File: src/core/rtc_pkg.sv
// Constants, bus carriers and state layout for the real-time clock timebase core.
// Assumes a 10 MHz system clock and a 32.768 kHz reference sampled on xtal_in.
// Summary of operation
// - Fifteen divide-by-two stages turn the 32.768 kHz reference into a 1 Hz tick.
// - Divider control bits 6-4 of control A steer counting, reset, bank and oscillator.
// - Divider counts only with divider control code 01X or 100.
// - First update comes 500 ms after the divider starts counting.
// - Rate select bits 3-0 of control A pick the periodic tap.
// - First periodic flag comes half a period after divider start.
// - Control B bit 2 picks binary or BCD, bit 1 picks 24 or 12 hour.
// - February has 29 days every fourth year, year 2000 included.
// - Daylight saving changes are applied automatically when enabled.
// - Internal time advances every second even while freeze is set.
// - Setting freeze snapshots time into user copies; bus then touches only copies.
// - Clearing freeze loads user copies into time between two updates.
// - Control C bit 4 flags each update end; control B bit 4 enables it.
// - Update-pending bit 7 of control A rises 244 us before each update.
// - Control B bit 6 enables periodic interrupt; periodic precedes update by half period.
// - After each update all seven fields match the alarm to set control C bit 5.
// - Alarm match drives the open-drain host interrupt low while control B bit 5 enables it.
// - Alarm byte with top bits 11 matches any value.
// - Reading control C clears its flags and releases the host interrupt.
// - Control A writes are ignored while the valid RAM and time bit is 0.
// - Code 00X stops the oscillator once main power is gone.
package rtc_pkg;

  typedef struct packed {
    logic cyc;
    logic stb;
    logic we;
    logic [7:0] adr;
    logic [3:0] sel;
    logic [31:0] dat;
  } wb_req_type;

  typedef struct packed {
    logic ack;
    logic [31:0] dat;
  } wb_rsp_type;

  // Register indices; byte address is four times the index
  localparam logic [5:0] IDX_SEC = 6'h00;
  localparam logic [5:0] IDX_SEC_ALM = 6'h01;
  localparam logic [5:0] IDX_MIN = 6'h02;
  localparam logic [5:0] IDX_MIN_ALM = 6'h03;
  localparam logic [5:0] IDX_HOUR = 6'h04;
  localparam logic [5:0] IDX_HOUR_ALM = 6'h05;
  localparam logic [5:0] IDX_WDAY = 6'h06;
  localparam logic [5:0] IDX_DATE = 6'h07;
  localparam logic [5:0] IDX_MONTH = 6'h08;
  localparam logic [5:0] IDX_YEAR = 6'h09;
  localparam logic [5:0] IDX_CTRL_A = 6'h0A;
  localparam logic [5:0] IDX_CTRL_B = 6'h0B;
  localparam logic [5:0] IDX_CTRL_C = 6'h0C;
  localparam logic [5:0] IDX_CTRL_D = 6'h0D;
  localparam logic [5:0] IDX_WDAY_ALM = 6'h0E;
  localparam logic [5:0] IDX_DATE_ALM = 6'h0F;
  localparam logic [5:0] IDX_MONTH_ALM = 6'h10;
  localparam logic [5:0] IDX_YEAR_ALM = 6'h11;

  // Field positions
  localparam int CRA_UIP_BIT = 7;
  localparam int CRA_DV_LSB = 4;
  localparam int CRB_SET_BIT = 7;
  localparam int CRB_PIE_BIT = 6;
  localparam int CRB_AIE_BIT = 5;
  localparam int CRB_UIE_BIT = 4;
  localparam int CRB_DM_BIT = 2;
  localparam int CRB_H24_BIT = 1;
  localparam int CRB_DSE_BIT = 0;
  localparam int CRD_VRT_BIT = 7;

  // Reset values
  localparam logic [6:0] CTRL_A_RESET = 7'h20;
  localparam logic [7:0] CTRL_B_RESET = 8'h02;
  localparam logic [55:0] TIME_RESET = 56'h00_0101_0100_0000;

  // Timebase
  localparam int DIV_W = 15;
  localparam int XTAL_HZ = 32768;
  localparam int FIRST_UPDATE_MS = 500;
  localparam int FIRST_UPDATE_TICKS = FIRST_UPDATE_MS * XTAL_HZ / 1000;
  localparam int UIP_LEAD_NS = 244000;
  localparam int UIP_LEAD_TICKS =
    int'((longint'(UIP_LEAD_NS) * XTAL_HZ + 64'd999999999) / 64'd1000000000);
  localparam logic [DIV_W-1:0] DIV_LAST = 15'h7FFF;
  localparam logic [DIV_W-1:0] DIV_FIRST = DIV_W'((1 << DIV_W) - FIRST_UPDATE_TICKS);
  localparam logic [DIV_W-1:0] UIP_START = DIV_W'((1 << DIV_W) - UIP_LEAD_TICKS);

  // Calendar
  localparam logic [1:0] ALM_ANY = 2'h3;
  localparam logic [7:0] SUNDAY = 8'h01;
  localparam logic [6:0] DST_SPRING_MONTH = 7'd4;
  localparam logic [6:0] DST_SPRING_LAST_DATE = 7'd7;
  localparam logic [6:0] DST_FALL_MONTH = 7'd10;
  localparam logic [6:0] DST_FALL_FIRST_DATE = 7'd25;

  typedef struct packed {
    logic ack;
    logic [7:0] rdata;
    logic [6:0] rtc_control_a;
    logic update_pending;
    logic [7:0] rtc_control_b;
    logic pf;
    logic af;
    logic uf;
    logic valid_ram_time;
    logic [6:0][7:0] tm;
    logic [6:0][7:0] usr;
    logic [6:0][7:0] alm;
    logic [DIV_W-1:0] div;
    logic run_prev;
    logic xtal_prev;
    logic pend;
    logic alarm_chk;
    logic dst_done;
    logic irq_oe;
    logic xtal_out;
    logic [1:0] bank;
  } state_type;

  localparam state_type STATE_RESET = '{rtc_control_a: CTRL_A_RESET, rtc_control_b: CTRL_B_RESET,
    tm: TIME_RESET, usr: TIME_RESET, default: '0};

endpackage

File: src/core/rtc_timebase_update_alarm.sv
// Timekeeping core: divider chain, calendar, double-buffered update, alarm, host interrupt.
// Assumes a classic Wishbone master with 32-bit data and xtal_in synchronous to clk.
`timescale 1ns/1ps
module rtc_timebase_update_alarm (
  // Clock and reset
  input wire logic clk,
  input wire logic reset_n,
  // Register bus
  input rtc_pkg::wb_req_type wb_req,
  output rtc_pkg::wb_rsp_type wb_rsp,
  // Reference oscillator
  input wire logic xtal_in,
  output logic xtal_out,
  // Power status
  input wire logic main_power_ok,
  input wire logic vrt_in,
  // Host interrupt, open drain
  output logic rtc_host_irq_n_o,
  output logic rtc_host_irq_n_oe,
  // Bank selection
  output logic [1:0] bank_select
);
  import rtc_pkg::*;

  state_type s_q;
  state_type s_d;

  logic [2:0] dv;
  logic [3:0] rs;
  logic bcd;
  logic h24;
  logic run;
  logic osc_on;
  logic tick;
  logic update;
  logic per_evt;
  logic alarm_hit;
  logic acc;
  logic [5:0] idx;
  logic [3:0] tslot;
  logic [3:0] aslot;
  logic [DIV_W-1:0] mask;
  logic [DIV_W-1:0] half;
  logic [6:0][7:0] t;
  logic c_min;
  logic c_hour;
  logic c_day;
  logic c_mon;
  logic c_year;
  logic pm;
  logic at_1_59_59;
  logic [7:0] enc12;
  logic any_irq_flag;

  function automatic logic [6:0] to_bin(input logic [7:0] v, input logic b);
    if (b) begin
      to_bin = {3'h0, v[7:4]} * 7'd10 + {3'h0, v[3:0]};
    end else begin
      to_bin = v[6:0];
    end
  endfunction

  function automatic logic [7:0] from_bin(input logic [6:0] n, input logic b);
    if (b) begin
      from_bin = {4'(n / 7'd10), 4'(n % 7'd10)};
    end else begin
      from_bin = {1'b0, n};
    end
  endfunction

  function automatic logic [7:0] inc_val(input logic [7:0] v, input logic b);
    if (b && v[3:0] == 4'h9) begin
      inc_val = {v[7:4] + 4'h1, 4'h0};
    end else begin
      inc_val = v + 8'h01;
    end
  endfunction

  function automatic logic [6:0] month_days(input logic [6:0] m, input logic [6:0] y);
    case (m)
      7'd2: month_days = (y[1:0] == 2'b00) ? 7'd29 : 7'd28;
      7'd4, 7'd6, 7'd9, 7'd11: month_days = 7'd30;
      default: month_days = 7'd31;
    endcase
  endfunction

  // Returns {valid, slot}; slots run sec, min, hour, weekday, date, month, year
  function automatic logic [3:0] time_slot(input logic [5:0] i);
    case (i)
      IDX_SEC: time_slot = 4'h8;
      IDX_MIN: time_slot = 4'h9;
      IDX_HOUR: time_slot = 4'hA;
      IDX_WDAY: time_slot = 4'hB;
      IDX_DATE: time_slot = 4'hC;
      IDX_MONTH: time_slot = 4'hD;
      IDX_YEAR: time_slot = 4'hE;
      default: time_slot = 4'h0;
    endcase
  endfunction

  function automatic logic [3:0] alarm_slot(input logic [5:0] i);
    case (i)
      IDX_SEC_ALM: alarm_slot = 4'h8;
      IDX_MIN_ALM: alarm_slot = 4'h9;
      IDX_HOUR_ALM: alarm_slot = 4'hA;
      IDX_WDAY_ALM: alarm_slot = 4'hB;
      IDX_DATE_ALM: alarm_slot = 4'hC;
      IDX_MONTH_ALM: alarm_slot = 4'hD;
      IDX_YEAR_ALM: alarm_slot = 4'hE;
      default: alarm_slot = 4'h0;
    endcase
  endfunction

  always_comb begin
    s_d = s_q;
    dv = s_q.rtc_control_a[CRA_DV_LSB +: 3];
    rs = s_q.rtc_control_a[3:0];
    bcd = ~s_q.rtc_control_b[CRB_DM_BIT];
    h24 = s_q.rtc_control_b[CRB_H24_BIT];
    idx = wb_req.adr[7:2];
    tslot = time_slot(idx);
    aslot = alarm_slot(idx);
    acc = wb_req.cyc & wb_req.stb;
    update = 1'b0;
    per_evt = 1'b0;
    alarm_hit = 1'b1;
    t = s_q.tm;
    c_min = 1'b0;
    c_hour = 1'b0;
    c_day = 1'b0;
    c_mon = 1'b0;
    c_year = 1'b0;
    pm = s_q.tm[2][7];
    enc12 = from_bin(7'd12, bcd);
    at_1_59_59 = 1'b0;
    mask = '0;
    half = '0;

    // Oscillator held off only in storage code with main power gone
    osc_on = ~(dv[2:1] == 2'b00 && ~main_power_ok);
    s_d.xtal_out = osc_on & ~xtal_in;
    s_d.xtal_prev = xtal_in;
    tick = xtal_in & ~s_q.xtal_prev & osc_on;
    run = (dv[2:1] == 2'b01) || (dv == 3'b100);
    s_d.run_prev = run;
    s_d.bank = dv[2] ? 2'd2 : {1'b0, dv[0]};
    s_d.valid_ram_time = vrt_in;

    // Divider chain; start at half scale so the first wrap is 500 ms away
    if (dv[2:1] == 2'b11) begin
      s_d.div = '0;
    end else if (run && !s_q.run_prev) begin
      s_d.div = DIV_FIRST;
    end else if (run && tick) begin
      s_d.div = s_q.div + 15'h0001;
      update = (s_q.div == DIV_LAST);
      if (rs == 4'h1) begin
        per_evt = 1'b1;
      end else if (rs != 4'h0) begin
        mask = (15'h0001 << (rs - 4'h1)) - 15'h0001;
        half = 15'h0001 << (rs - 4'h2);
        per_evt = ((s_d.div & mask) == half);
      end
    end
    s_d.update_pending = run && (s_d.div >= UIP_START);

    // One-second advance runs regardless of freeze
    if (update) begin
      at_1_59_59 = to_bin(t[0], bcd) == 7'd59 && to_bin(t[1], bcd) == 7'd59 &&
        t[2] == 8'h01 && t[3] == SUNDAY;
      if (to_bin(t[0], bcd) >= 7'd59) begin
        t[0] = 8'h00;
        c_min = 1'b1;
      end else begin
        t[0] = inc_val(t[0], bcd);
      end
      if (c_min) begin
        if (to_bin(t[1], bcd) >= 7'd59) begin
          t[1] = 8'h00;
          c_hour = 1'b1;
        end else begin
          t[1] = inc_val(t[1], bcd);
        end
      end
      if (c_hour) begin
        if (h24) begin
          if (to_bin(t[2], bcd) >= 7'd23) begin
            t[2] = 8'h00;
            c_day = 1'b1;
          end else begin
            t[2] = inc_val(t[2], bcd);
          end
        end else if (to_bin({1'b0, t[2][6:0]}, bcd) == 7'd11) begin
          t[2] = {~pm, enc12[6:0]};
          c_day = pm;
        end else if (to_bin({1'b0, t[2][6:0]}, bcd) >= 7'd12) begin
          t[2] = {pm, 7'h01};
        end else begin
          t[2] = inc_val(t[2], bcd);
        end
      end
      // Spring forward skips 2:00; fall back repeats 1:00 once
      if (s_q.rtc_control_b[CRB_DSE_BIT] && at_1_59_59) begin
        if (to_bin(t[5], bcd) == DST_SPRING_MONTH &&
            to_bin(t[4], bcd) <= DST_SPRING_LAST_DATE) begin
          t[2] = 8'h03;
        end else if (to_bin(t[5], bcd) == DST_FALL_MONTH &&
            to_bin(t[4], bcd) >= DST_FALL_FIRST_DATE && !s_q.dst_done) begin
          t[2] = 8'h01;
          s_d.dst_done = 1'b1;
        end
      end
      if (to_bin(t[5], bcd) != DST_FALL_MONTH) begin
        s_d.dst_done = 1'b0;
      end
      if (c_day) begin
        t[3] = (to_bin(t[3], bcd) >= 7'd7) ? 8'h01 : inc_val(t[3], bcd);
        if (to_bin(t[4], bcd) >= month_days(to_bin(t[5], bcd), to_bin(t[6], bcd))) begin
          t[4] = 8'h01;
          c_mon = 1'b1;
        end else begin
          t[4] = inc_val(t[4], bcd);
        end
      end
      if (c_mon) begin
        if (to_bin(t[5], bcd) >= 7'd12) begin
          t[5] = 8'h01;
          c_year = 1'b1;
        end else begin
          t[5] = inc_val(t[5], bcd);
        end
      end
      if (c_year) begin
        t[6] = (to_bin(t[6], bcd) >= 7'd99) ? 8'h00 : inc_val(t[6], bcd);
      end
      s_d.tm = t;
    end else if (s_q.pend) begin
      // Never in an update cycle, so the load lands between two seconds
      s_d.tm = s_q.usr;
      s_d.pend = 1'b0;
    end

    // Alarm compare one cycle after the update, on settled counters
    s_d.alarm_chk = update;
    for (int i = 0; i < 7; i++) begin
      if (s_q.alm[i][7:6] != ALM_ANY && s_q.alm[i] != s_q.tm[i]) begin
        alarm_hit = 1'b0;
      end
    end

    // Bus: answer one cycle after the request, act on the edge that sees ack
    s_d.ack = acc & ~s_q.ack;
    if (acc && !s_q.ack) begin
      s_d.rdata = 8'h00;
      if (tslot[3]) begin
        s_d.rdata = s_q.rtc_control_b[CRB_SET_BIT] ? s_q.usr[tslot[2:0]] : s_q.tm[tslot[2:0]];
      end else if (aslot[3]) begin
        s_d.rdata = s_q.alm[aslot[2:0]];
      end else if (idx == IDX_CTRL_A) begin
        s_d.rdata = {s_q.update_pending, s_q.rtc_control_a};
      end else if (idx == IDX_CTRL_B) begin
        s_d.rdata = s_q.rtc_control_b;
      end else if (idx == IDX_CTRL_C) begin
        s_d.rdata = {s_q.irq_oe, s_q.pf, s_q.af, s_q.uf, 4'h0};
      end else if (idx == IDX_CTRL_D) begin
        s_d.rdata = {s_q.valid_ram_time, 7'h00};
      end
    end
    if (acc && s_q.ack && !wb_req.we && idx == IDX_CTRL_C) begin
      s_d.pf = 1'b0;
      s_d.af = 1'b0;
      s_d.uf = 1'b0;
    end
    if (acc && s_q.ack && wb_req.we && wb_req.sel[0]) begin
      if (tslot[3]) begin
        if (s_q.rtc_control_b[CRB_SET_BIT]) begin
          s_d.usr[tslot[2:0]] = wb_req.dat[7:0];
        end else begin
          s_d.tm[tslot[2:0]] = wb_req.dat[7:0];
        end
      end else if (aslot[3]) begin
        s_d.alm[aslot[2:0]] = wb_req.dat[7:0];
      end else if (idx == IDX_CTRL_A) begin
        if (s_q.valid_ram_time) begin
          s_d.rtc_control_a = wb_req.dat[6:0];
        end
      end else if (idx == IDX_CTRL_B) begin
        s_d.rtc_control_b = wb_req.dat[7:0];
        if (wb_req.dat[CRB_SET_BIT] && !s_q.rtc_control_b[CRB_SET_BIT]) begin
          s_d.usr = s_q.tm;
        end
        if (!wb_req.dat[CRB_SET_BIT] && s_q.rtc_control_b[CRB_SET_BIT]) begin
          s_d.pend = 1'b1;
        end
      end
    end

    // Flag sets come last so an event beats a simultaneous clear
    if (per_evt) begin
      s_d.pf = 1'b1;
    end
    if (update) begin
      s_d.uf = 1'b1;
    end
    if (s_q.alarm_chk && alarm_hit) begin
      s_d.af = 1'b1;
    end
    any_irq_flag = (s_d.pf & s_d.rtc_control_b[CRB_PIE_BIT]) | (s_d.af & s_d.rtc_control_b[CRB_AIE_BIT]) |
      (s_d.uf & s_d.rtc_control_b[CRB_UIE_BIT]);
    s_d.irq_oe = any_irq_flag;
  end

  always_ff @(posedge clk or negedge reset_n) begin
    if (!reset_n) begin
      s_q <= STATE_RESET;
    end else begin
      s_q <= s_d;
    end
  end

  assign wb_rsp = '{ack: s_q.ack, dat: {24'h00_0000, s_q.rdata}};
  assign xtal_out = s_q.xtal_out;
  assign rtc_host_irq_n_o = 1'b0;
  assign rtc_host_irq_n_oe = s_q.irq_oe;
  assign bank_select = s_q.bank;

endmodule

File: config.mk
export PLATFORM = sky130hd
export DESIGN_NAME = rtc_timebase_update_alarm
export DESIGN_NICKNAME = d
export VERILOG_FILES = /design/src/core/rtc_pkg.sv /design/src/core/rtc_timebase_update_alarm.sv
export SDC_FILE = /design/constraint.sdc
export NUM_CORES = 1
export LEC_CHECK = 0
export ABC_AREA = 1
export BUFFER_PORTS_ARGS = -buffer_cell sky130_fd_sc_hd__clkbuf_2
export CAP_MARGIN = 20
export CORE_UTILIZATION = 40
export CTS_CLUSTER_DIAMETER = 120
export DETAILED_ROUTE_END_ITERATION = 7
export SYNTH_ARGS = -nofsm -noshare
export SYNTH_HDL_FRONTEND = slang
export SYNTH_SLANG_ARGS = --single-unit
File: constraint.sdc
create_clock -name clk -period 6.8 [get_ports clk]
set_input_delay 0.68 -clock clk [delete_from_list [all_inputs] [get_ports clk]]
set_output_delay 0.68 -clock clk [all_outputs]
set_load 0.05 [all_outputs]
==> results of run 1 <==
cell usage in the layout (no fill, tap or decap), types with 17 or more instances in the layout:
| cell | instances |
|---|---|
| nand3_1 | 147 |
| nand4_1 | 58 |
| inv_1 | 317 |
| a31oi_1 | 66 |
| a21oi_1 | 103 |
| clkbuf_2 | 34 |
| clkbuf_16 | 29 |
| o211ai_1 | 48 |
| xor2_1 | 27 |
| nand2_1 | 690 |
| o22ai_1 | 58 |
| a221oi_1 | 17 |
| nor3_1 | 36 |
| conb_1 | 25 |
| dfrtp_1 | 212 |
| o21ai_0 | 219 |
| o21ai_1 | 18 |
| nor2_1 | 208 |
| xnor2_1 | 26 |
| ha_1 | 77 |
cell families after synthesis:
family                   Yosys count  synth area share
flip-flops                       221            0.3071
AND/OR/NAND/NOR                 1207            0.2885
adder cells (fa/ha/maj)           91           0.06894
AO/OA/AOI/OAI                    601            0.1984
buffers and inverters            477            0.1111
XOR/XNOR                          53           0.02573
other                              1         0.0002079
final timing paths:
| kind | startpoint | to | slack (ns) | depth (start not counted) |
|---|---|---|---|---|
| max in group asynchronous | reset_n | bank_select[0] | 4.97 | 2 |
| min in group clk | vrt_in | s_q[192] | 0.24 | 1 |
| min reg2reg | s_q[199] | s_q[199] | 0.50 | 2 |
| min | reset_n | s_q[184] | 0.17 | 1 |
| max reg2reg | s_q[141] | s_q[174] | 1.86 | 21 |
| max | s_q[141] | s_q[174] | 1.86 | 21 |
power groups by stage:
stage	combinational (mW)	clock (mW)	sequential, mW
3_3_place_gp	0.648	0	1.49
4_1_cts	0.663	1.68	1.47
2_1_floorplan	0.489	0	1.45
6_report	0.673	1.66	1.47
5_1_grt	0.742	1.73	1.48
3_5_place_dp	0.660	0	1.49
per-layer routing:
metal  part of all wire  vias up
li1                   -     8799
met1               0.41     8814
met2               0.44      903
met3              0.088      225
met4              0.067        0
met5                  0        -
critical path, delay by kind of cell, from the launching register on:
kind                       cells  cell delay, ns
DFF                            1            0.72
adders and majority gates      3            1.11
AOI/OAI and AO/OA              1            0.13
buffers and inverters          2            0.69
and+or+nand+nor               15            2.21
area by class of cell:
cell class                      count  area [µm²]  share of cell area
Tap cell                          592       740.7             0.03803
Clock buffer                       40       837.1             0.04297
Inverter                          336        1261             0.06475
Clock inverter                     11       191.4            0.009828
Timing Repair Buffer               52       312.8             0.01606
Antenna cell                        1       2.502           0.0001285
Multi-Input combinational cell   1977       10590              0.5437
Sequential cell                   221        5542              0.2845
==> impl_metrics.ini, run 1 <==
[clock_tree]
clk_pin_slew_ns = 0.06
cts_buffers = 28
clockBufferDepth = 3
cts_tree = yes
h-tree-depth = 1
clock_latency_ns = 0.57
cts_setup_buffers = 0
cts_resized = 0
cts.sinks = 221
root_buffer = clkbuf_16
hold_buffers = 0

[drt]
first_pass_iters = 6
vias = 18740
drc_errors = 0
wl_um = 71670
route.antenna.remaining_nets = 0
wl_per_cell_um = 22.19
drt_iter0_drc = 1986
viasPerCell = 5.802

[power_and_ir_drop]
total_power_mw = 3.810
power.internal_mw = 2.613
vdd_drop_max_mv = 0.1726
swShare = 0.3141
p_leak_nw = 9.033
power.clock.fraction = 0.437
power_density_nw_per_um2 = 195.6
pwr-share-comb = 0.177
p_seq_frac = 0.387
p_sw_mw = 1.197

[cells_and_area]
stdcell_count = 3230
fillers = 4644
final_nets = 2759
final_util = 0.4395
layout-drive-gt1-share = 0.06523
fin_area_um2 = 19480
area_growth_pct = 7.976

[logic_synthesis]
ys_ff_latch = 221
netlist.top_cell.by_area = dfrtp_1
yosysMostFrequentCell = nand2_1
seq_area_frac_synth = 0.3071
synth_ff_type = dfrtp_1
synth_cell_types = 57
synthArstFlopShare = 1.000
yosys-top-cells-area = dfrtp_1, nand2_1, inv_1
synth_area_um2 = 18040
yosysTopAreaCellShare = 0.2955
synth-edff-count = 0
syn_avg_cell_area_um2 = 6.805
ys_warn_count = 0
synth_commonest_cells = nand2_1, inv_1, o21ai_0
synthCells = 2651

[worst_setup_path]
cp_data_arrival_time_ns = 5.44
path_cells = ha_1 > ha_1 > fa_1 > nand2_1 > nor2_1 > nand2_1 > nand3_1 > nand2_1 > nand2_1 > nand2_1 > nand2_1 > nand2_2 > nor2_2 > nand2_1 > inv_1 > nand2_1 > inv_1 > nand2_1 > nand2_1 > nand3_1 > a21oi_1
slowest_delay_ns = 0.72
crit_path_start_kind = register
critPathRequiredTime_ns = 7.29
cp_common_cell = nand2_1
criticalPathCategory = reg2reg
crit_path_max_fanout = 17
endpoint_kind = register
cp_slowest_cell = dfrtp_1

[place]
post_dp_cell_area_um2 = 18440
dp_hpwl_um = 52380
gp_congestion = 1.017
place_inst = 3177
io_buffers = 35
post-place-ws_ns = 1.979

[min_path]
hp-class = in2async

[timing]
period_minus_slack_ns = 4.943
drv_slew = 0
setup_tns_ns = 0
tightest_slew_ns = 1.060
final_hold_viol_count = 0
rsz0062_at_grt = no
setup_slack_ns = 1.857
maxSlewHeadroom = 0.2933
hold_ws_ns = 0.1735
fmax_ghz = 0.2023
clock_skew_ns = 0.01502
finalSetupViolations = 0
period_share = 0.7269

[global_routing]
grt_util_met3 = 0.05447
track_usage = 0.3072
grt_pass1_vias = 17610
use_met1 = 0.3987
grt-ovfl-total = 0
grt_first_pass_wirelength_um = 108700
use_met2 = 0.4765
antenna_found_initial = 0
grt-busiest-layer = met2
grt_max_degree = 123

[die]
core_area_um2 = 44320
num_rows = 77
dieArea_um2 = 45950
fp.dieW_um = 214.4
dieHeight_um = 214.4
ioPinCount = 90
start_util = 0.4071

[run]
cap_violations = 0

[run_status]
status = finished, final reports clean
No activity file was read; power rests on OpenSTA's default activity.
==> run 2, diff against run 1 <==
--- a/config.mk
+++ b/config.mk
@@ -5,7 +5,7 @@
 export SDC_FILE = /design/constraint.sdc
 export NUM_CORES = 1
 export LEC_CHECK = 0
-export ABC_AREA = 1
+export ABC_AREA = 0
 export BUFFER_PORTS_ARGS = -buffer_cell sky130_fd_sc_hd__clkbuf_2
 export CAP_MARGIN = 20
 export CORE_UTILIZATION = 40
==> constraint.sdc (replaced) <==
create_clock -name clk -period 4.9 [get_ports clk]
set_input_delay 0.49 -clock clk [delete_from_list [all_inputs] [get_ports clk]]
set_output_delay 0.49 -clock clk [all_outputs]
set_load 0.05 [all_outputs]
==> impl_metrics.ini, run 2 <==
[power_and_ir_drop]
vdd_drop_max_mv = 0.3215
p_leak_nw = 8.168
total_power_mw = 4.832
power_density_nw_per_um2 = 245.0

[logic_synthesis]
synth_area_um2 = 18100
netlist.top_cell.by_area = dfrtp_1
synth_xor_area_frac = 0.05709
synth_simple_gate_area_share = 0.2032
yosysTopAreaCellShare = 0.2944
ys_ff_latch = 221
syn_avg_cell_area_um2 = 8.503
synthCells = 2129
yosys-top-cells-area = dfrtp_1, ha_1, a21oi_1
yosysMostFrequentCell = dfrtp_1
seq_area_frac_synth = 0.3061
ys_warn_count = 0
yosys.area_share.adder = 0.06870
synth_top_family_by_area = compound AO/OA/AOI/OAI gates
synth_ff_type = dfrtp_1
synth_compound_area_frac = 0.2289
synth_cell_types = 106
synth_commonest_cells = dfrtp_1, a21oi_1, nand2_1
synth-edff-count = 0
synthArstFlopShare = 1.000
yosys-mux-area-fraction = 0.07264

[timing]
rsz0062_at_grt = no
tightest_slew_ns = 1.110
finalSetupViolations = 0
period_share = 0.9270
final_hold_viol_count = 4
fmax_ghz = 0.2201
drv_slew = 0
setup_tns_ns = 0
period_minus_slack_ns = 4.542
setup_slack_ns = 0.3575
hold_ws_ns = -0.01443
clock_skew_ns = 0.03657
maxSlewHeadroom = 0.2501

[cells_and_area]
area_growth_pct = 8.951
final_nets = 2223
fillers = 4309
fin_area_um2 = 19720
layout-drive-gt1-share = 0.1409
multi_input_area_um2 = 11530
seq_area_um2 = 5543
n_antenna_cell = 0
final_common_cell = dfrtp_1
layout_common_cells = dfrtp_1, a21oi_1, nand2_1

[place]
post_dp_cell_area_um2 = 18710
io_buffers = 35
gp_congestion = 0.9536
post-place-ws_ns = 0.3052
dp_hpwl_um = 46470

[global_routing]
grt-ovfl-total = 0
grt_pass1_vias = 16690
grt_max_degree = 122
grt_first_pass_wirelength_um = 100800
track_usage = 0.2801
antenna_found_initial = 0

[worst_setup_path]
reg2reg_from = s_q[181]
crit_start = s_q[181]
cp_slowest_cell = or4_1
cp_data_arrival_time_ns = 5.06
critPathRequiredTime_ns = 5.42
endpoint_kind = register
crit_path_start_kind = register
criticalPathCategory = reg2reg
setup.worst_path.end = s_q[190]
slowest_delay_ns = 0.53
crit_path_max_fanout = 15
rrSetupSlack_ns = 0.36
rr_endpoint = s_q[190]
cp_common_cell = ha_1
path_cells = ha_1 > ha_1 > inv_1 > fa_1 > xor2_1 > or3_1 > a21oi_2 > o21a_1 > nand2_1 > ha_1 > nand2b_1 > a21oi_1 > a211o_1 > o211ai_1 > and4bb_4 > nand2_4 > or4_1 > a31oi_1
worst-r2r-cell-count = 18

[drt]
viasPerCell = 6.483
vias = 17460
wl_per_cell_um = 24.37
drc_errors = 24
route.antenna.remaining_nets = 0
drt_iter0_drc = 2065
first_pass_iters = 8
wl_um = 65630

[die]
num_rows = 77
dieHeight_um = 214.7
ioPinCount = 90
dieArea_um2 = 46110
core_area_um2 = 44410
fp.dieW_um = 214.7
start_util = 0.4076

[clock_tree]
clock_latency_ns = 0.61
hold_buffers = 0
h-tree-depth = 1
root_buffer = clkbuf_16
cts_setup_buffers = 0
cts_resized = 0
cts_tree = yes
cts.sinks = 221
clk_pin_slew_ns = 0.06
cts_buffers = 27
clockBufferDepth = 3

[min_path]
hp-class = in2async

[run_status]
violations = DRC, hold timing
status = complete, but fails checks

[run]
cap_violations = 0
-- run 2: changes by cell type in the layout (fill, tap and decap cells not counted), sizes merged, moves of 47 or more --
cell	previous run	this run
xor2	27	84
buf	17	73
o21ai	239	116
o22ai	58	4
nand3	151	62
nor2	222	161
a21oi	110	191
inv	329	44
mux2i	0	47
mux2	0	75
nand2	695	178
-- run 2: stage by stage --
stage	cells	utilization
final	2693	0.4441
after global routing	2693	0.4441
after CTS	2691	0.4436
after detailed placement	2641	0.4213
after global placement	2641	0.4213
after floorplan	2153	-
-- run 2: worst min-delay path by stage --
stage               slack (ns)                          to  cells past startpoint
floorplan                 0.19  asynchronous set/reset pin                      0
global placement          0.49                    register                      2
detailed placement        0.50                    register                      2
CTS                       0.01                    s_q[192]                      1
global route             0.005                    s_q[192]                      1
finish                   -0.01  asynchronous set/reset pin                      1
-- run 2: power breakdown --
| group | internal [mW] | total, mW | switching [mW] |
|---|---|---|---|
| Sequential | 1.89 | 1.99 | 0.0943 |
| Combinational | 0.179 | 0.583 | 0.404 |
| Clock | 1.37 | 2.26 | 0.891 |
| Total | 3.44 | 4.83 | 1.39 |
-- run 2: routing by layer --
metal / up-vias / track usage / wire length (µm)
met2: 912 / 0.4276 / 28900
met3: 165 / 0.04812 / 6005
met5: - / 0 / 0
li1: 7767 / - / -
met4: 0 / 0.1036 / 2411
met1: 8616 / 0.3950 / 28310
-- run 2: critical path, delay by kind of cell (launching register included) --
kind / cells / cell delay, ns
AOI/OAI and AO/OA: 6 / 1.17
DFF: 1 / 0.38
adders and majority gates: 4 / 1.07
and+or+nand+nor: 6 / 1.59
xor gates and xnor gates: 1 / 0.20
buffers and inverters: 1 / 0.05
-- run 2: cells by family after synthesis --
family                   count (synthesis)
AO/OA/AOI/OAI                          620
XOR/XNOR                               118
adder cells (fa/ha/maj)                 91
buffers and inverters                  254
multiplexers                           122
other                                    1
flip-flops                             221
AND/OR/NAND/NOR                        702
-- run 2: cell type report --
cell class / instances / share of cell area
clock buffers: 37 / 0.03921
well taps: 592 / 0.03756
multi-input cells: 1678 / 0.5845
flip-flops and latches: 221 / 0.2810
inverters: 43 / 0.008184
repair buffers: 109 / 0.03857
clock inverters: 13 / 0.01098
